`src/scm_defines.svh`:
```
// Register offsets, field positions, reset values and command codes
// Assumes inclusion by bare name from the top level and testbench source files
`ifndef SCM_DEFINES_SVH
`define SCM_DEFINES_SVH

// Register offsets
`define SCM_ADDR_SENSING     8'h03
`define SCM_ADDR_BATT_THR    8'h05
`define SCM_ADDR_STATUS      8'h10
`define SCM_ADDR_COMMAND     8'h11

// Command codes
`define SCM_CMD_SOFT_RESTART 8'h02
`define SCM_CMD_RELOAD       8'h03
`define SCM_CMD_SLEEP        8'h04
`define SCM_CMD_CLEAR_FLAGS  8'h05

// Status bit positions
`define SCM_ST_STARTUP       0
`define SCM_ST_CFG_CRC       1
`define SCM_ST_CTR_CRC       2
`define SCM_ST_POSITION      3
`define SCM_ST_BATT_LOW      4
`define SCM_ST_BATT_WARN     5
`define SCM_ST_PWR_DOWN      6
`define SCM_ST_BOOT          7

// Field positions
`define SCM_BATT_CHECK_BIT   6
`define SCM_ACCEL_MSB        5
`define SCM_ACCEL_LSB        3
`define SCM_BIAS_MSB         2
`define SCM_BIAS_LSB         0
`define SCM_THR_MSB          3
`define SCM_THR_LSB          2

// Reset values and calibration mode code
`define SCM_SENSING_RESET    8'h46
`define SCM_BATT_THR_RESET   8'h00
`define SCM_STATUS_RESET     8'h00
`define SCM_CAL_MODE_CODE    2'h1

`endif

```
`src/scm_pkg.sv`:
```
// Types shared by the status and command monitor
// Assumes nothing of its surroundings
package scm_pkg;
   typedef logic [7:0] scm_byte_t;
   typedef enum logic {SCM_RUN, SCM_ASLEEP} scm_sleep_e;
endpackage

```
`src/scm_batt_mon.sv`:
```
// Battery comparator gating: active only with monitoring on and main supply up
// Assumes comparator levels synchronous to sys_clk
`timescale 1ns/1ns
`default_nettype none
module scm_batt_mon (
   // Clock and reset
   input  wire logic sys_clk,
   input  wire logic reset,
   // Gating
   input  wire logic check_enable,
   input  wire logic main_supply_present,
   // Comparators
   input  wire logic below_error,
   input  wire logic below_warning,
   // Results
   output var  logic batt_low,
   output var  logic batt_warn
);
   logic active;

   assign active = check_enable && main_supply_present;

   always_ff @(posedge sys_clk) begin
      if (reset) begin
         batt_low  <= 1'b0;
         batt_warn <= 1'b0;
      end else begin
         batt_low  <= active && below_error;
         batt_warn <= active && below_warning;
      end
   end
endmodule
`default_nettype wire

```
`src/scm_sleep_ctrl.sv`:
```
// Sleep mode tracker: entry by command, exit by any register write other than a sleep command
// Assumes write strobes from the slave front end, one per written byte
`timescale 1ns/1ns
`default_nettype none
module scm_sleep_ctrl
   import scm_pkg::*;
(
   // Clock and reset
   input  wire logic sys_clk,
   input  wire logic reset,
   // Requests
   input  wire logic sleep_cmd,
   input  wire logic any_write,
   // State
   output var  logic asleep,
   output var  logic sleep_entry,
   output var  logic wake
);
   scm_sleep_e state_reg;
   scm_sleep_e state_next;
   logic       go_sleep;
   logic       go_wake;

   assign go_sleep = (state_reg == SCM_RUN) && sleep_cmd;
   assign go_wake  = (state_reg == SCM_ASLEEP) && any_write && !sleep_cmd;

   always_comb begin
      state_next = state_reg;
      case (state_reg)
         SCM_RUN:    if (go_sleep) state_next = SCM_ASLEEP;
         SCM_ASLEEP: if (go_wake) state_next = SCM_RUN;
         default:    state_next = SCM_RUN;
      endcase
   end

   always_ff @(posedge sys_clk) begin
      if (reset) begin
         state_reg   <= SCM_RUN;
         sleep_entry <= 1'b0;
         wake        <= 1'b0;
      end else begin
         state_reg   <= state_next;
         sleep_entry <= go_sleep;
         wake        <= go_wake;
      end
   end

   assign asleep = (state_reg == SCM_ASLEEP);
endmodule
`default_nettype wire

```
`src/scm_top.sv`:
```
// Status byte, command register, sleep control and battery monitor outputs
// Assumes a slave front end that hands over decoded byte reads and writes
//
// How it works
// - status bits 0..7: startup, cfg CRC, counter CRC, position, batt low, warn, power down, boot
// - command 0x02 pulses a soft restart, leaving counter and configuration alone
// - command 0x03 requests reload from EEPROM and sets status bit 7, as a preset pulse does
// - command 0x04 halts sensing; register interface stays alive
// - any register write while asleep, other than command 0x04, wakes and restarts tracking
// - reads while asleep leave the device asleep
// - sleep entry sets status bit 7 and asserts the fault output
// - waking releases the fault output unless any of status bits 0..4 is set; bit 7 stays until cleared
// - command 0x05 clears the whole status byte
// - battery checking needs enable bit 6 and main supply present
// - battery below error sets the flag, fault output and frame error bit
// - battery below warning drives warning output and optional frame warning bit
// - bits 3:2 of byte 0x05 select the threshold pair, 00 highest
// - bits 5:3 of byte 0x03 set the acceleration limit, 000 highest
// - bits 2:0 of byte 0x03 trim oscillator bias, 110 nominal
// - error output mode 01 selects calibration and drives clock to the pin
// - fault output low while any of status bits 0..4 is set
// - a cleared flag sets again at once while its cause persists
// - the battery warning reaches the warning output and frame warning bit, never the fault output
`timescale 1ns/1ns
`default_nettype none
`include "scm_defines.svh"
module scm_top
   import scm_pkg::*;
(
   // Clock and reset
   input  wire logic       sys_clk,
   input  wire logic       reset,
   // Register access from the slave front end
   input  wire logic       reg_wr,
   input  wire logic       reg_rd,
   input  wire logic [7:0] reg_addr,
   input  wire logic [7:0] reg_wdata,
   output var  logic [7:0] reg_rdata,
   // Fault causes
   input  wire logic       startup_fault_in,
   input  wire logic       cfg_crc_fault_in,
   input  wire logic       counter_crc_fault_in,
   input  wire logic       position_fault_in,
   input  wire logic       power_down_reset_in,
   input  wire logic       preset_pulse_in,
   // Supply and battery comparators
   input  wire logic       main_supply_present,
   input  wire logic       batt_below_error,
   input  wire logic       batt_below_warning,
   // Loose configuration
   input  wire logic       frame_warning_enable,
   input  wire logic [1:0] err_out_mode,
   // Indicators
   output var  logic       fault_out_n,
   output var  logic       warning_out_n,
   output var  logic       frame_error_bit,
   output var  logic       frame_warning_bit,
   // Core control
   output var  logic       sensing_enable,
   output var  logic       soft_restart,
   output var  logic       reload_request,
   output var  logic [2:0] accel_limit,
   output var  logic [2:0] osc_bias_trim,
   output var  logic [1:0] battery_threshold_sel,
   // Calibration
   output var  logic       cal_mode,
   output var  logic       cal_clock_pin
);
   // Registers
   scm_byte_t sensing_power_config_reg;
   scm_byte_t sensing_power_config_next;
   scm_byte_t battery_threshold_config_reg;
   scm_byte_t battery_threshold_config_next;
   scm_byte_t fault_flags_reg;
   scm_byte_t fault_flags_next;
   scm_byte_t rdata_next;
   logic      cal_toggle_reg;

   // Decode
   logic      wr_sensing;
   logic      wr_thr;
   logic      wr_status;
   logic      wr_cmd;
   logic      cmd_restart;
   logic      cmd_reload;
   logic      cmd_sleep;
   logic      cmd_clear;
   scm_byte_t status_set;
   logic      any_fault;
   logic      asleep;
   logic      sleep_entry;
   logic      wake;
   logic      batt_low;
   logic      batt_warn;
   logic      boot_event;

   assign wr_sensing  = reg_wr && (reg_addr == `SCM_ADDR_SENSING);
   assign wr_thr      = reg_wr && (reg_addr == `SCM_ADDR_BATT_THR);
   assign wr_status   = reg_wr && (reg_addr == `SCM_ADDR_STATUS);
   assign wr_cmd      = reg_wr && (reg_addr == `SCM_ADDR_COMMAND);
   // Unlisted codes match nothing below
   assign cmd_restart = wr_cmd && (reg_wdata == `SCM_CMD_SOFT_RESTART);
   assign cmd_reload  = wr_cmd && (reg_wdata == `SCM_CMD_RELOAD);
   assign cmd_sleep   = wr_cmd && (reg_wdata == `SCM_CMD_SLEEP);
   assign cmd_clear   = wr_cmd && (reg_wdata == `SCM_CMD_CLEAR_FLAGS);

   // Sleep tracking
   scm_sleep_ctrl u_sleep (
      .sys_clk     (sys_clk),
      .reset       (reset),
      .sleep_cmd   (cmd_sleep),
      .any_write   (reg_wr),
      .asleep      (asleep),
      .sleep_entry (sleep_entry),
      .wake        (wake)
   );

   // Battery monitor
   scm_batt_mon u_batt (
      .sys_clk             (sys_clk),
      .reset               (reset),
      .check_enable        (sensing_power_config_reg[`SCM_BATT_CHECK_BIT]),
      .main_supply_present (main_supply_present),
      .below_error         (batt_below_error),
      .below_warning       (batt_below_warning),
      .batt_low            (batt_low),
      .batt_warn           (batt_warn)
   );

   // Status set sources
   assign boot_event = preset_pulse_in || cmd_reload || sleep_entry;
   assign status_set = {boot_event,
                        power_down_reset_in,
                        batt_warn,
                        batt_low,
                        position_fault_in,
                        counter_crc_fault_in,
                        cfg_crc_fault_in,
                        startup_fault_in};

   // Clear or overwrite first, live causes win over both
   assign fault_flags_next = (cmd_clear ? `SCM_STATUS_RESET :
                              wr_status ? reg_wdata : fault_flags_reg)
                             | status_set;

   assign sensing_power_config_next    = wr_sensing ? reg_wdata : sensing_power_config_reg;
   assign battery_threshold_config_next = wr_thr ? reg_wdata : battery_threshold_config_reg;

   // Fault output: flags 0..4 or sleeping; warning excluded
   assign any_fault = (|fault_flags_reg[`SCM_ST_BATT_LOW:`SCM_ST_STARTUP]) || asleep;

   // Read mux, command register reads as zero
   always_comb begin
      rdata_next = 8'h00;
      case (reg_addr)
         `SCM_ADDR_SENSING:  rdata_next = sensing_power_config_reg;
         `SCM_ADDR_BATT_THR: rdata_next = battery_threshold_config_reg;
         `SCM_ADDR_STATUS:   rdata_next = fault_flags_reg;
         default:            rdata_next = 8'h00;
      endcase
   end

   always_ff @(posedge sys_clk) begin
      if (reset) begin
         sensing_power_config_reg     <= `SCM_SENSING_RESET;
         battery_threshold_config_reg <= `SCM_BATT_THR_RESET;
         fault_flags_reg              <= `SCM_STATUS_RESET;
      end else begin
         sensing_power_config_reg     <= sensing_power_config_next;
         battery_threshold_config_reg <= battery_threshold_config_next;
         fault_flags_reg              <= fault_flags_next;
      end
   end

   always_ff @(posedge sys_clk) begin
      if (reset) begin
         reg_rdata <= 8'h00;
      end else if (reg_rd) begin
         reg_rdata <= rdata_next;
      end
   end

   // Indicators
   always_ff @(posedge sys_clk) begin
      if (reset) begin
         fault_out_n       <= 1'b1;
         warning_out_n     <= 1'b1;
         frame_error_bit   <= 1'b0;
         frame_warning_bit <= 1'b0;
      end else begin
         fault_out_n       <= !any_fault;
         warning_out_n     <= !batt_warn;
         frame_error_bit   <= |fault_flags_reg[`SCM_ST_BATT_LOW:`SCM_ST_STARTUP];
         frame_warning_bit <= batt_warn && frame_warning_enable;
      end
   end

   // Core control
   always_ff @(posedge sys_clk) begin
      if (reset) begin
         sensing_enable <= 1'b1;
         soft_restart   <= 1'b0;
         reload_request <= 1'b0;
      end else begin
         sensing_enable <= !asleep;
         soft_restart   <= cmd_restart;
         reload_request <= cmd_reload;
      end
   end

   // Configuration fields
   always_ff @(posedge sys_clk) begin
      if (reset) begin
         accel_limit           <= 3'h0;
         osc_bias_trim         <= 3'h6;
         battery_threshold_sel <= 2'h0;
      end else begin
         accel_limit           <= sensing_power_config_reg[`SCM_ACCEL_MSB:`SCM_ACCEL_LSB];
         osc_bias_trim         <= sensing_power_config_reg[`SCM_BIAS_MSB:`SCM_BIAS_LSB];
         battery_threshold_sel <= battery_threshold_config_reg[`SCM_THR_MSB:`SCM_THR_LSB];
      end
   end

   // Calibration clock out, half the internal clock rate
   always_ff @(posedge sys_clk) begin
      if (reset) begin
         cal_mode       <= 1'b0;
         cal_toggle_reg <= 1'b0;
         cal_clock_pin  <= 1'b0;
      end else begin
         cal_mode       <= (err_out_mode == `SCM_CAL_MODE_CODE);
         cal_toggle_reg <= !cal_toggle_reg;
         cal_clock_pin  <= cal_mode && cal_toggle_reg;
      end
   end
endmodule
`default_nettype wire

```
`config.mk`:
```
export PLATFORM = sky130hd
export DESIGN_NAME = scm_top
export DESIGN_NICKNAME = d
export VERILOG_FILES = /design/src/scm_pkg.sv /design/src/scm_batt_mon.sv /design/src/scm_sleep_ctrl.sv /design/src/scm_top.sv
export VERILOG_INCLUDE_DIRS = /design/src
export SDC_FILE = /design/constraint.sdc
export NUM_CORES = 1
export LEC_CHECK = 0
export CAP_MARGIN = 20
export CORE_MARGIN = 8
export CORE_UTILIZATION = 31
export CTS_CLUSTER_DIAMETER = 150
export CTS_CLUSTER_SIZE = 12
export DETAILED_ROUTE_END_ITERATION = 8
export DONT_BUFFER_PORTS = 1
export GPL_TIMING_DRIVEN = 0
export PLACE_DENSITY = 0.57
export REMOVE_ABC_BUFFERS = 1
export SLEW_MARGIN = 0
export SYNTH_ARGS = -nofsm -noshare
export SYNTH_HDL_FRONTEND = slang
export SYNTH_SLANG_ARGS = --single-unit
```
`constraint.sdc`:
```
create_clock -name sys_clk -period 2.5 [get_ports sys_clk]
set_clock_uncertainty 0.2 [all_clocks]
set_input_delay 0.25 -clock sys_clk [delete_from_list [all_inputs] [get_ports sys_clk]]
set_output_delay 0.25 -clock sys_clk [all_outputs]
set_load 0.05 [all_outputs]
```
==> flow_metrics.py, run 1 <==
metrics = {
    "outcome": {
        "status": "finished, final reports clean",
    },
    "yosys": {
        "synth.top_cell.area_share_pct": 52.4,
        "synth_seq_area_share_pct": 52.4,
        "ys.flop_type": "dfxtp_1",
        "synth_edf_count": 0,
        "yosysMostFrequentCell": "dfxtp_1",
        "ys_async_sr_fraction_pct": 0,
        "ys_seq_elements": 54,
        "synth_common_cells": "54 x dfxtp_1, 24 x mux2i_1, 19 x nor2_1",
        "yosys.area.top_type": "dfxtp_1",
        "syn_inst": 190,
        "synth_area_per_cell_sq_um": 10.9,
        "synth.area.top_cells": "dfxtp_1 52%, mux2i_1 12%, o2bb2ai_1 5.9%",
        "synth.distinct_cells": 35,
        "yosys_warnings": 0,
        "netlist_area_sq_um": 2060,
    },
    "critical_path": {
        "crit_required_ps": 2480,
        "path_max_fanout": 9,
        "critPathKind": "input pin to flop",
        "cp-start-kind": "input pin",
        "arrival_ps": 2110,
        "cp-end-kind": "flop",
    },
    "floorplanning": {
        "die-area_sq_um": 9520,
        "core-area_sq_um": 6390,
        "die_w_um": 97.6,
        "io_pins": 57,
        "num_rows": 29,
        "die_h_um": 97.6,
        "initial_core_util_pct": 32.3,
    },
    "sta": {
        "slew_headroom_pct": 34.8,
        "holdWs_ps": 18.0,
        "period_needed_ps": 2130,
        "hold_viol": 0,
        "worstMarginPinSlew_ps": 964,
        "fin_tns_setup_ps": 0,
        "period_share_pct": 85.0,
        "finalSetupViolations": 0,
        "rsz0062_at_grt": "false",
        "fmax_ghz": 0.471,
        "slew_viol_final": 0,
    },
    "placement": {
        "place_inst": 257,
        "hpwlAfterDp_mm": 3.78,
        "place_congestion": 0.746,
        "portBuffers": 0,
    },
    "drt": {
        "vias": 1509,
        "ant_nets": 0,
        "via_per_inst": 5.20,
        "drtIter0Drc": 94,
        "drt_pass1_iterations": 4,
        "wl_mm": 5.56,
        "drc": 0,
        "wl_per_cell_um": 19.2,
    },
    "clock_tree": {
        "clock_path_buffers": 2,
        "cts_hold_buf": 24,
        "cts_buffers": 5,
        "root_buffer": "clkbuf_8",
        "clk_latency_ps": 310,
        "clock_sinks": 54,
        "htreeDepth": 2,
        "clk_pin_slew_worst_paths_ps": 100,
        "cts-resized-gates": 0,
        "cts_setup_buffers": 0,
        "cts_tree": "done",
    },
    "power_and_ir_drop": {
        "clkPwrFrac_pct": 34.2,
        "p_leak_uw": 0.000969,
        "switching_power_uw": 364,
        "ir_worst_vdd_mv": 0.263,
        "p_comb_share_pct": 6.2,
        "switching_share_pct": 23.9,
        "power.density_nw_per_um2": 616,
        "pwr-share-seq_pct": 59.6,
        "internal_power_uw": 1160,
    },
    "finish": {
        "n_antenna_cell": 0,
        "areaGrowthSynthToFinish_pct": 19.7,
        "drive_gt1_share_pct": 8.45,
        "final_cell_count_no_fill": 290,
        "final_nets": 244,
    },
    "run": {
        "drv_cap": 0,
    },
    "global_routing": {
        "grt_pass1_vias": 1597,
        "track_usage_pct": 11.6,
        "antenna_found_initial": 0,
        "grt_max_degree": 28,
        "grt_overflow": 0,
        "grt_pass1_wl_mm": 8.92,
    },
    "min_path": {
        "hp-class": "input pin to flop",
    },
}
==> metal layers <==
metal  global-route usage [%]  wire, um  vias to the layer above
met4                     3.15        57                        0
met1                     14.6      2640                      720
li1                         -         -                      744
met2                     18.3      2530                       38
met5                        0         0                        -
met3                     3.84       328                        7
==> layout by cell type (no fill, tap or decap), types with 2 or more instances in the layout <==
cell	synthesis	layout
or4_1	2	2
clkbuf_8	0	6
or2_2	2	2
and4_1	3	3
nand3_1	4	4
nand2b_1	2	2
dfxtp_1	54	54
a22o_1	8	8
o2bb2ai_1	14	14
nor4bb_2	0	2
nor4_1	3	3
a21oi_1	3	3
nor3_1	2	2
and3_1	2	2
a22oi_1	8	8
nor2b_1	7	7
dlygate4sd3_1	0	24
inv_1	2	2
mux2i_1	24	24
nor2_1	19	19
nand2_1	6	6
==> worst paths after layout <==
kind	cells past startpoint	slack, ps	start	to
max	4	370	reg_addr[3]	sensing_power_config_reg[6]
min	2	20	reg_wdata[0]	soft_restart
max reg2reg	2	1110	sensing_power_config_reg[6]	u_batt.batt_warn
min reg2reg	1	210	cal_toggle_reg	cal_toggle_reg
==> critical path, stage by stage <==
cell	delay, ps
nor4bb_2	830
nand3_1	640
mux2i_1	310
nand2_1	80
==> stage by stage <==
step	util, %	total power, uW	setup slack (ps)	area (sq um)
6_report	38.7	1520	375	2470
5_1_grt	38.7	1590	175	2470
4_1_cts	38.4	1530	312	2450
3_5_place_dp	33.2	977	-13.2	2120
3_3_place_gp	33.0	975	-550	2110
2_1_floorplan	-	962	317	2010
==> power groups by stage <==
stage / Clock [uW] / Combinational (uW) / Sequential (uW)
2_1_floorplan: 0 / 41.3 / 921
3_3_place_gp: 0 / 49.9 / 926
3_5_place_dp: 0 / 51.5 / 926
4_1_cts: 532 / 92.9 / 906
5_1_grt: 572 / 105 / 909
6_report: 520 / 95.0 / 906
==> layout make-up <==
| type | instances | area, sq um |
|---|---|---|
| fill | 644 | 3920 |
| sequential | 54 | 1080 |
| multi-input combinational | 124 | 935 |
| timing repair buffer | 25 | 255 |
| tap | 77 | 96.3 |
| clock buffer | 7 | 86.3 |
| clock inverter | 1 | 8.76 |
| inverter | 2 | 7.51 |
==> cells by family after synthesis <==
kind of cell | after synthesis | share of synthesized area [%]
xor gates and xnor gates | 1 | 0.425
muxes | 24 | 11.6
DFF | 54 | 52.4
and+or+nand+nor | 62 | 18.0
buffers and inverters | 12 | 2.91
AOI/OAI and AO/OA | 37 | 14.6
(Power assumes the default switching activity.)
==> run 2, diff against run 1 <==
RECOVER_POWER = 25   (was not set)
SYNTH_HIERARCHICAL = 1   (was not set)
==> run 2 against run 1 <==
Compared with the run above:
- sequential power is essentially flat
- combinational power rose by 8%
- area after synthesis is 3.9% higher
- routed wire length up 4.1%
- die area increased by 3.3%
- sequential share of layout area decreased by 2.2 points
- critical path depth rose by 2
- setup slack improved by 280 ps
- global-route usage rose by 0.28 points
- first-iteration DRC count decreased by 21%
- count of clock-buffer cells in the layout down 2
- via count grew 4.6%
- critical endpoint is now u_sleep/asleep
- largest cell class unchanged
==> flow_metrics.py, run 2 <==
metrics = {
    "floorplanning": {
        "die_h_um": 99.2,
        "initial_core_util_pct": 31.7,
        "core-area_sq_um": 6760,
        "num_rows": 30,
        "die_w_um": 99.2,
        "io_pins": 57,
        "die-area_sq_um": 9840,
    },
    "yosys": {
        "yosys_warnings": 6,
        "synth_area_per_cell_sq_um": 10.5,
        "syn_inst": 205,
        "netlist_area_sq_um": 2140,
    },
    "sta": {
        "fin_tns_setup_ps": 0,
        "slew_headroom_pct": 60.9,
        "period_share_pct": 74.0,
        "hold_viol": 0,
        "slew_viol_final": 0,
        "worstMarginPinSlew_ps": 578,
        "setup_slack_ps": 651,
        "fmax_ghz": 0.541,
        "period_needed_ps": 1850,
        "finalSetupViolations": 0,
        "rsz0062_at_grt": "false",
    },
    "global_routing": {
        "grt_max_degree": 31,
        "grt_pass1_wl_mm": 8.91,
        "antenna_found_initial": 0,
        "track_usage_pct": 11.9,
        "grt_pass1_vias": 1557,
        "grt_overflow": 0,
    },
    "power_and_ir_drop": {
        "internal_power_uw": 1240,
        "switching_power_uw": 373,
        "switching_share_pct": 23.2,
        "power.density_nw_per_um2": 619,
        "p_comb_share_pct": 6.4,
        "p_leak_uw": 0.00108,
        "ir_worst_vdd_mv": 0.300,
        "pwr-share-seq_pct": 56.2,
        "clkPwrFrac_pct": 37.4,
    },
    "drt": {
        "met1Wirelength_mm": 2.72,
        "drc": 0,
        "route.top_layer_used": "met4",
        "wl_met3_um": 490,
        "vias": 1579,
        "via_per_inst": 5.08,
        "wl_mm": 5.79,
        "route.met2.wl_mm": 2.53,
        "ant_nets": 0,
        "drtIter0Drc": 74,
        "wl_per_cell_um": 18.6,
        "drt_pass1_iterations": 4,
    },
    "placement": {
        "hpwlAfterDp_mm": 3.96,
        "placed_area_sq_um": 2220,
        "portBuffers": 0,
        "place_congestion": 0.731,
        "pre_cts_ws_ps": 566,
        "place_inst": 278,
    },
    "critical_path": {
        "slowest_stage": "dlygate4sd3_1",
        "path_cells": "nor3_2, nand4_1, nor3_1, inv_1, a21oi_2, dlygate4sd3_1",
        "cp-start-kind": "input pin",
        "crit_required_ps": 2550,
        "cp-end-kind": "flop",
        "critPathKind": "input pin to flop",
        "crit_family": "simple AND/OR/NAND/NOR gates",
        "cpPeakStageDelay_ps": 540,
        "arrival_ps": 1900,
        "path_buf_inv": 2,
        "path_max_fanout": 6,
    },
    "finish": {
        "n_antenna_cell": 0,
        "design_area_sq_um": 2600,
        "layout_commonest_cell": "dfxtp_1",
        "final_cell_count_no_fill": 311,
        "drive_gt1_share_pct": 10.4,
        "areaGrowthSynthToFinish_pct": 21.1,
        "final_nets": 262,
        "final_cell_mix": "54 x dfxtp_1, 24 x mux2i_1, 24 x dlygate4sd3_1",
    },
    "clock_tree": {
        "clock_sinks": 54,
        "clk_latency_ps": 300,
        "htreeDepth": 2,
        "root_buffer": "clkbuf_8",
        "cts_buffers": 5,
        "clock_path_buffers": 2,
        "cts_tree": "done",
        "clk_pin_slew_worst_paths_ps": 100,
        "cts-resized-gates": 0,
    },
    "run": {
        "drv_cap": 0,
    },
    "outcome": {
        "status": "finished, final reports clean",
    },
    "min_path": {
        "hp-class": "input pin to flop",
    },
}
==> run 2: cell types whose count changed in the layout (fill, tap and decap cells not counted), moves of 2 or more <==
| cell | change |
|---|---|
| nand3_1 | -4 |
| nor2_1 | +2 |
| or4_1 | -2 |
| nor3_1 | +2 |
| o21ai_0 | +9 |
| and4b_1 | +2 |
| nor4_1 | -2 |
| o2bb2ai_1 | -8 |
| nand2_1 | +9 |
==> run 2: final timing paths <==
path | slack, ps | startpoint | end | cells after the start
max | 650 | reg_addr[5] | u_sleep/asleep | 6
min | 10 | reg_wdata[2] | fault_flags_reg[7] | 2
max reg2reg | 1090 | u_sleep/asleep | u_sleep/asleep | 3
min reg2reg | 250 | u_sleep/asleep | sensing_enable | 1
==> run 2: metrics by stage <==
step / total power, uW / hold slack, ps / util [%]
after CTS: 1630 / 1.96 / 38.4
final: 1610 / 9.73 / 38.4
after floorplan: 968 / 112 / -
after detailed placement: 982 / 122 / 32.9
after global routing: 1670 / 12.4 / 38.4
after global placement: 980 / 124 / 32.7
==> run 2: layer usage <==
metal  global-route usage (%)  vias up
met5                        0        -
met4                     3.49        0
met3                     4.33        2
met2                     17.8       49
met1                     15.6      738
li1                         -      790
==> run 2: area by class of cell <==
cell class              instances  area (sq um)
multi-input cells             140          1020
fillers                       662          4160
flip-flops and latches         54          1080
clock buffers                   5          68.8
well taps                      80           100
repair buffers                 26           268
clock inverters                 3          47.5
inverters                       3          11.3
==> run 2: what timing repair did <==
item,in CTS,in global routing
setup buffers,0,0
endpoints found under the hold margin,43,0
hold buffers,25,0
==> run 2: power by group through the flow <==
stage / sequential [uW] / combinational, uW / clock, uW
detailed placement: 924 / 58.2 / 0
floorplan: 921 / 47.0 / 0
global route: 907 / 114 / 651
finish: 904 / 103 / 601
CTS: 904 / 105 / 624
global placement: 924 / 56.0 / 0
==> run 3, diff against run 2 <==
PLACE_DENSITY = 0.58   (was 0.57)
clock period = 1.5 ns   (was 2.5 ns; I/O delays follow)
==> run 3 against run 2 <==
Compared with the run above:
- the run now ends with negative hold slack left
- critical path depth fell by 4
- sequential power rose by 67%
- routed wire length is 0.36% higher
- largest cell class unchanged
- highest routed layer unchanged
==> flow_metrics.py, run 3 (synthesized netlist as in run 2, its figures left out) <==
metrics = {
    "outcome": {
        "status": "finished, violations left",
        "violations": "negative hold slack",
    },
    "drt": {
        "via_per_inst": 5.16,
        "drtIter0Drc": 57,
        "route.met2.wl_mm": 2.50,
        "wl_met3_um": 518,
        "wl_mm": 5.81,
        "wl_per_cell_um": 18.4,
        "vias": 1624,
        "drc": 0,
        "route.top_layer_used": "met4",
        "drt_pass1_iterations": 4,
        "met1Wirelength_mm": 2.70,
        "ant_nets": 0,
    },
    "floorplanning": {
        "die-area_sq_um": 9840,
        "io_pins": 57,
        "die_h_um": 99.2,
        "core-area_sq_um": 6760,
        "num_rows": 30,
        "die_w_um": 99.2,
        "initial_core_util_pct": 31.7,
    },
    "placement": {
        "hpwlAfterDp_mm": 3.92,
        "place_congestion": 0.733,
        "portBuffers": 0,
        "pre_cts_ws_ps": -309,
        "placed_area_sq_um": 2220,
    },
    "sta": {
        "fmax_ghz": 0.681,
        "worstMarginPinSlew_ps": 895,
        "period_share_pct": 97.9,
        "finalSetupViolations": 0,
        "setup_slack_ps": 31.7,
        "rsz0062_at_grt": "false",
        "slew_headroom_pct": 40.4,
        "hold_viol": 15,
        "slew_viol_final": 0,
        "period_needed_ps": 1470,
        "holdWs_ps": -240,
    },
    "clock_tree": {
        "root_buffer": "clkbuf_8",
        "cts_buffers": 5,
        "htreeDepth": 2,
        "clk_latency_ps": 310,
        "clk_pin_slew_worst_paths_ps": 100,
        "clock_path_buffers": 2,
        "cts_tree": "done",
        "clock_sinks": 54,
    },
    "critical_path": {
        "r2r_setup_slack_ps": 30,
        "r2r-start": "sensing_power_config_reg[2]",
        "slowest_stage": "dlygate4sd3_1",
        "crit_path_end": "osc_bias_trim[2]",
        "cpPeakStageDelay_ps": 550,
        "path_cells": "or2_2, dlygate4sd3_1",
        "arrival_ps": 1470,
        "cp-start-kind": "flop",
        "cp-end-kind": "flop",
        "path_max_fanout": 3,
        "crit_required_ps": 1510,
        "rr_worst_depth": 2,
        "setup.worst_path.start": "sensing_power_config_reg[2]",
        "critPathKind": "flop to flop",
        "worstReg2RegEnd": "osc_bias_trim[2]",
    },
    "finish": {
        "n_antenna_cell": 0,
        "seq_area_sq_um": 1080,
        "areaGrowthSynthToFinish_pct": 22.3,
        "design_area_sq_um": 2620,
        "fin_util_pct": 38.8,
        "drive_gt1_share_pct": 11.5,
        "layout_commonest_cell": "dfxtp_1",
        "multi_input_area_sq_um": 1040,
        "final_nets": 267,
        "final_cell_mix": "51 x dfxtp_1, 28 x dlygate4sd3_1, 24 x mux2i_1",
        "fill_cells": 688,
    },
    "power_and_ir_drop": {
        "clkPwrFrac_pct": 32.7,
        "p_comb_share_pct": 6.4,
        "internal_power_uw": 1870,
        "switching_power_uw": 604,
        "power.density_nw_per_um2": 943,
        "pwr-share-seq_pct": 60.9,
        "p_leak_uw": 0.00110,
        "ir_worst_vdd_mv": 0.385,
        "switching_share_pct": 24.4,
    },
    "run": {
        "drv_cap": 0,
    },
    "global_routing": {
        "track_usage_pct": 12.4,
        "antenna_found_initial": 0,
        "grt_pass1_wl_mm": 9.32,
        "grt_max_degree": 19,
        "grt_overflow": 0,
        "grt_pass1_vias": 1678,
    },
    "min_path": {
        "hp-class": "input pin to flop",
    },
}
==> run 3: cell types whose count changed in the layout (fill, tap and decap cells not counted), sizes merged <==
cell / before / now
bufinv: 1 / 0
clkbuf: 5 / 6
dlygate4sd3: 24 / 28
==> run 3: through the flow <==
stage               setup TNS, ps  std cells  total power (uW)
finish                          0        315              2470
global route                    0        315              2590
CTS                             0        313              2490
detailed placement          -7670        278              1640
global placement           -21740        277              1630
floorplan                   -6000        197              1610
==> run 3: power groups by stage <==
stage                     clock network (uW)  registers, uW  logic [uW]
final                                    808           1510         158
after global routing                     899           1510         175
after CTS                                835           1510         152
after detailed placement                   0           1540        97.6
after global placement                     0           1540        93.4
after floorplan                            0           1530        78.3
==> run 3: routing by layer <==
| metal | up-vias | global-route usage [%] |
|---|---|---|
| li1 | 799 | - |
| met1 | 762 | 15.9 |
| met2 | 56 | 18.7 |
| met3 | 7 | 4.47 |
| met4 | 0 | 4.54 |
| met5 | - | 0 |
==> run 3: worst max-delay path: cells and delay by family, from the launching register on <==
family	cells	cell delay, ps
buf+inv	1	550
flops	1	340
simple gates	1	280
==> run 3: final cells by class <==
cell class / instances / share of cell area [%]
Timing Repair Buffer: 31 / 11.4
Tap cell: 80 / 3.82
Clock buffer: 5 / 2.62
Clock inverter: 2 / 0.525
Multi-Input combinational cell: 140 / 39.8
Inverter: 3 / 0.429
Sequential cell: 54 / 41.4
==> run 3: repair_timing <==
item,in CTS,in global routing
hold buffers,28,1
setup endpoints to repair,0,35
endpoints found under the hold margin,43,17
gates resized for setup,0,9
buffers inserted,0,1
==> run 3: worst min path at each step <==
stage / start / to / slack (ps) / cells past startpoint
2_1_floorplan: reset / u_sleep/asleep / 10 / 1
3_3_place_gp: reset / u_sleep/asleep / 20 / 1
3_5_place_dp: reset / u_sleep/asleep / 20 / 1
4_1_cts: reg_wdata[6] / sensing_power_config_reg[6] / -250 / 2
5_1_grt: reg_wdata[6] / sensing_power_config_reg[6] / -240 / 2
6_report: reg_wdata[6] / sensing_power_config_reg[6] / -240 / 2
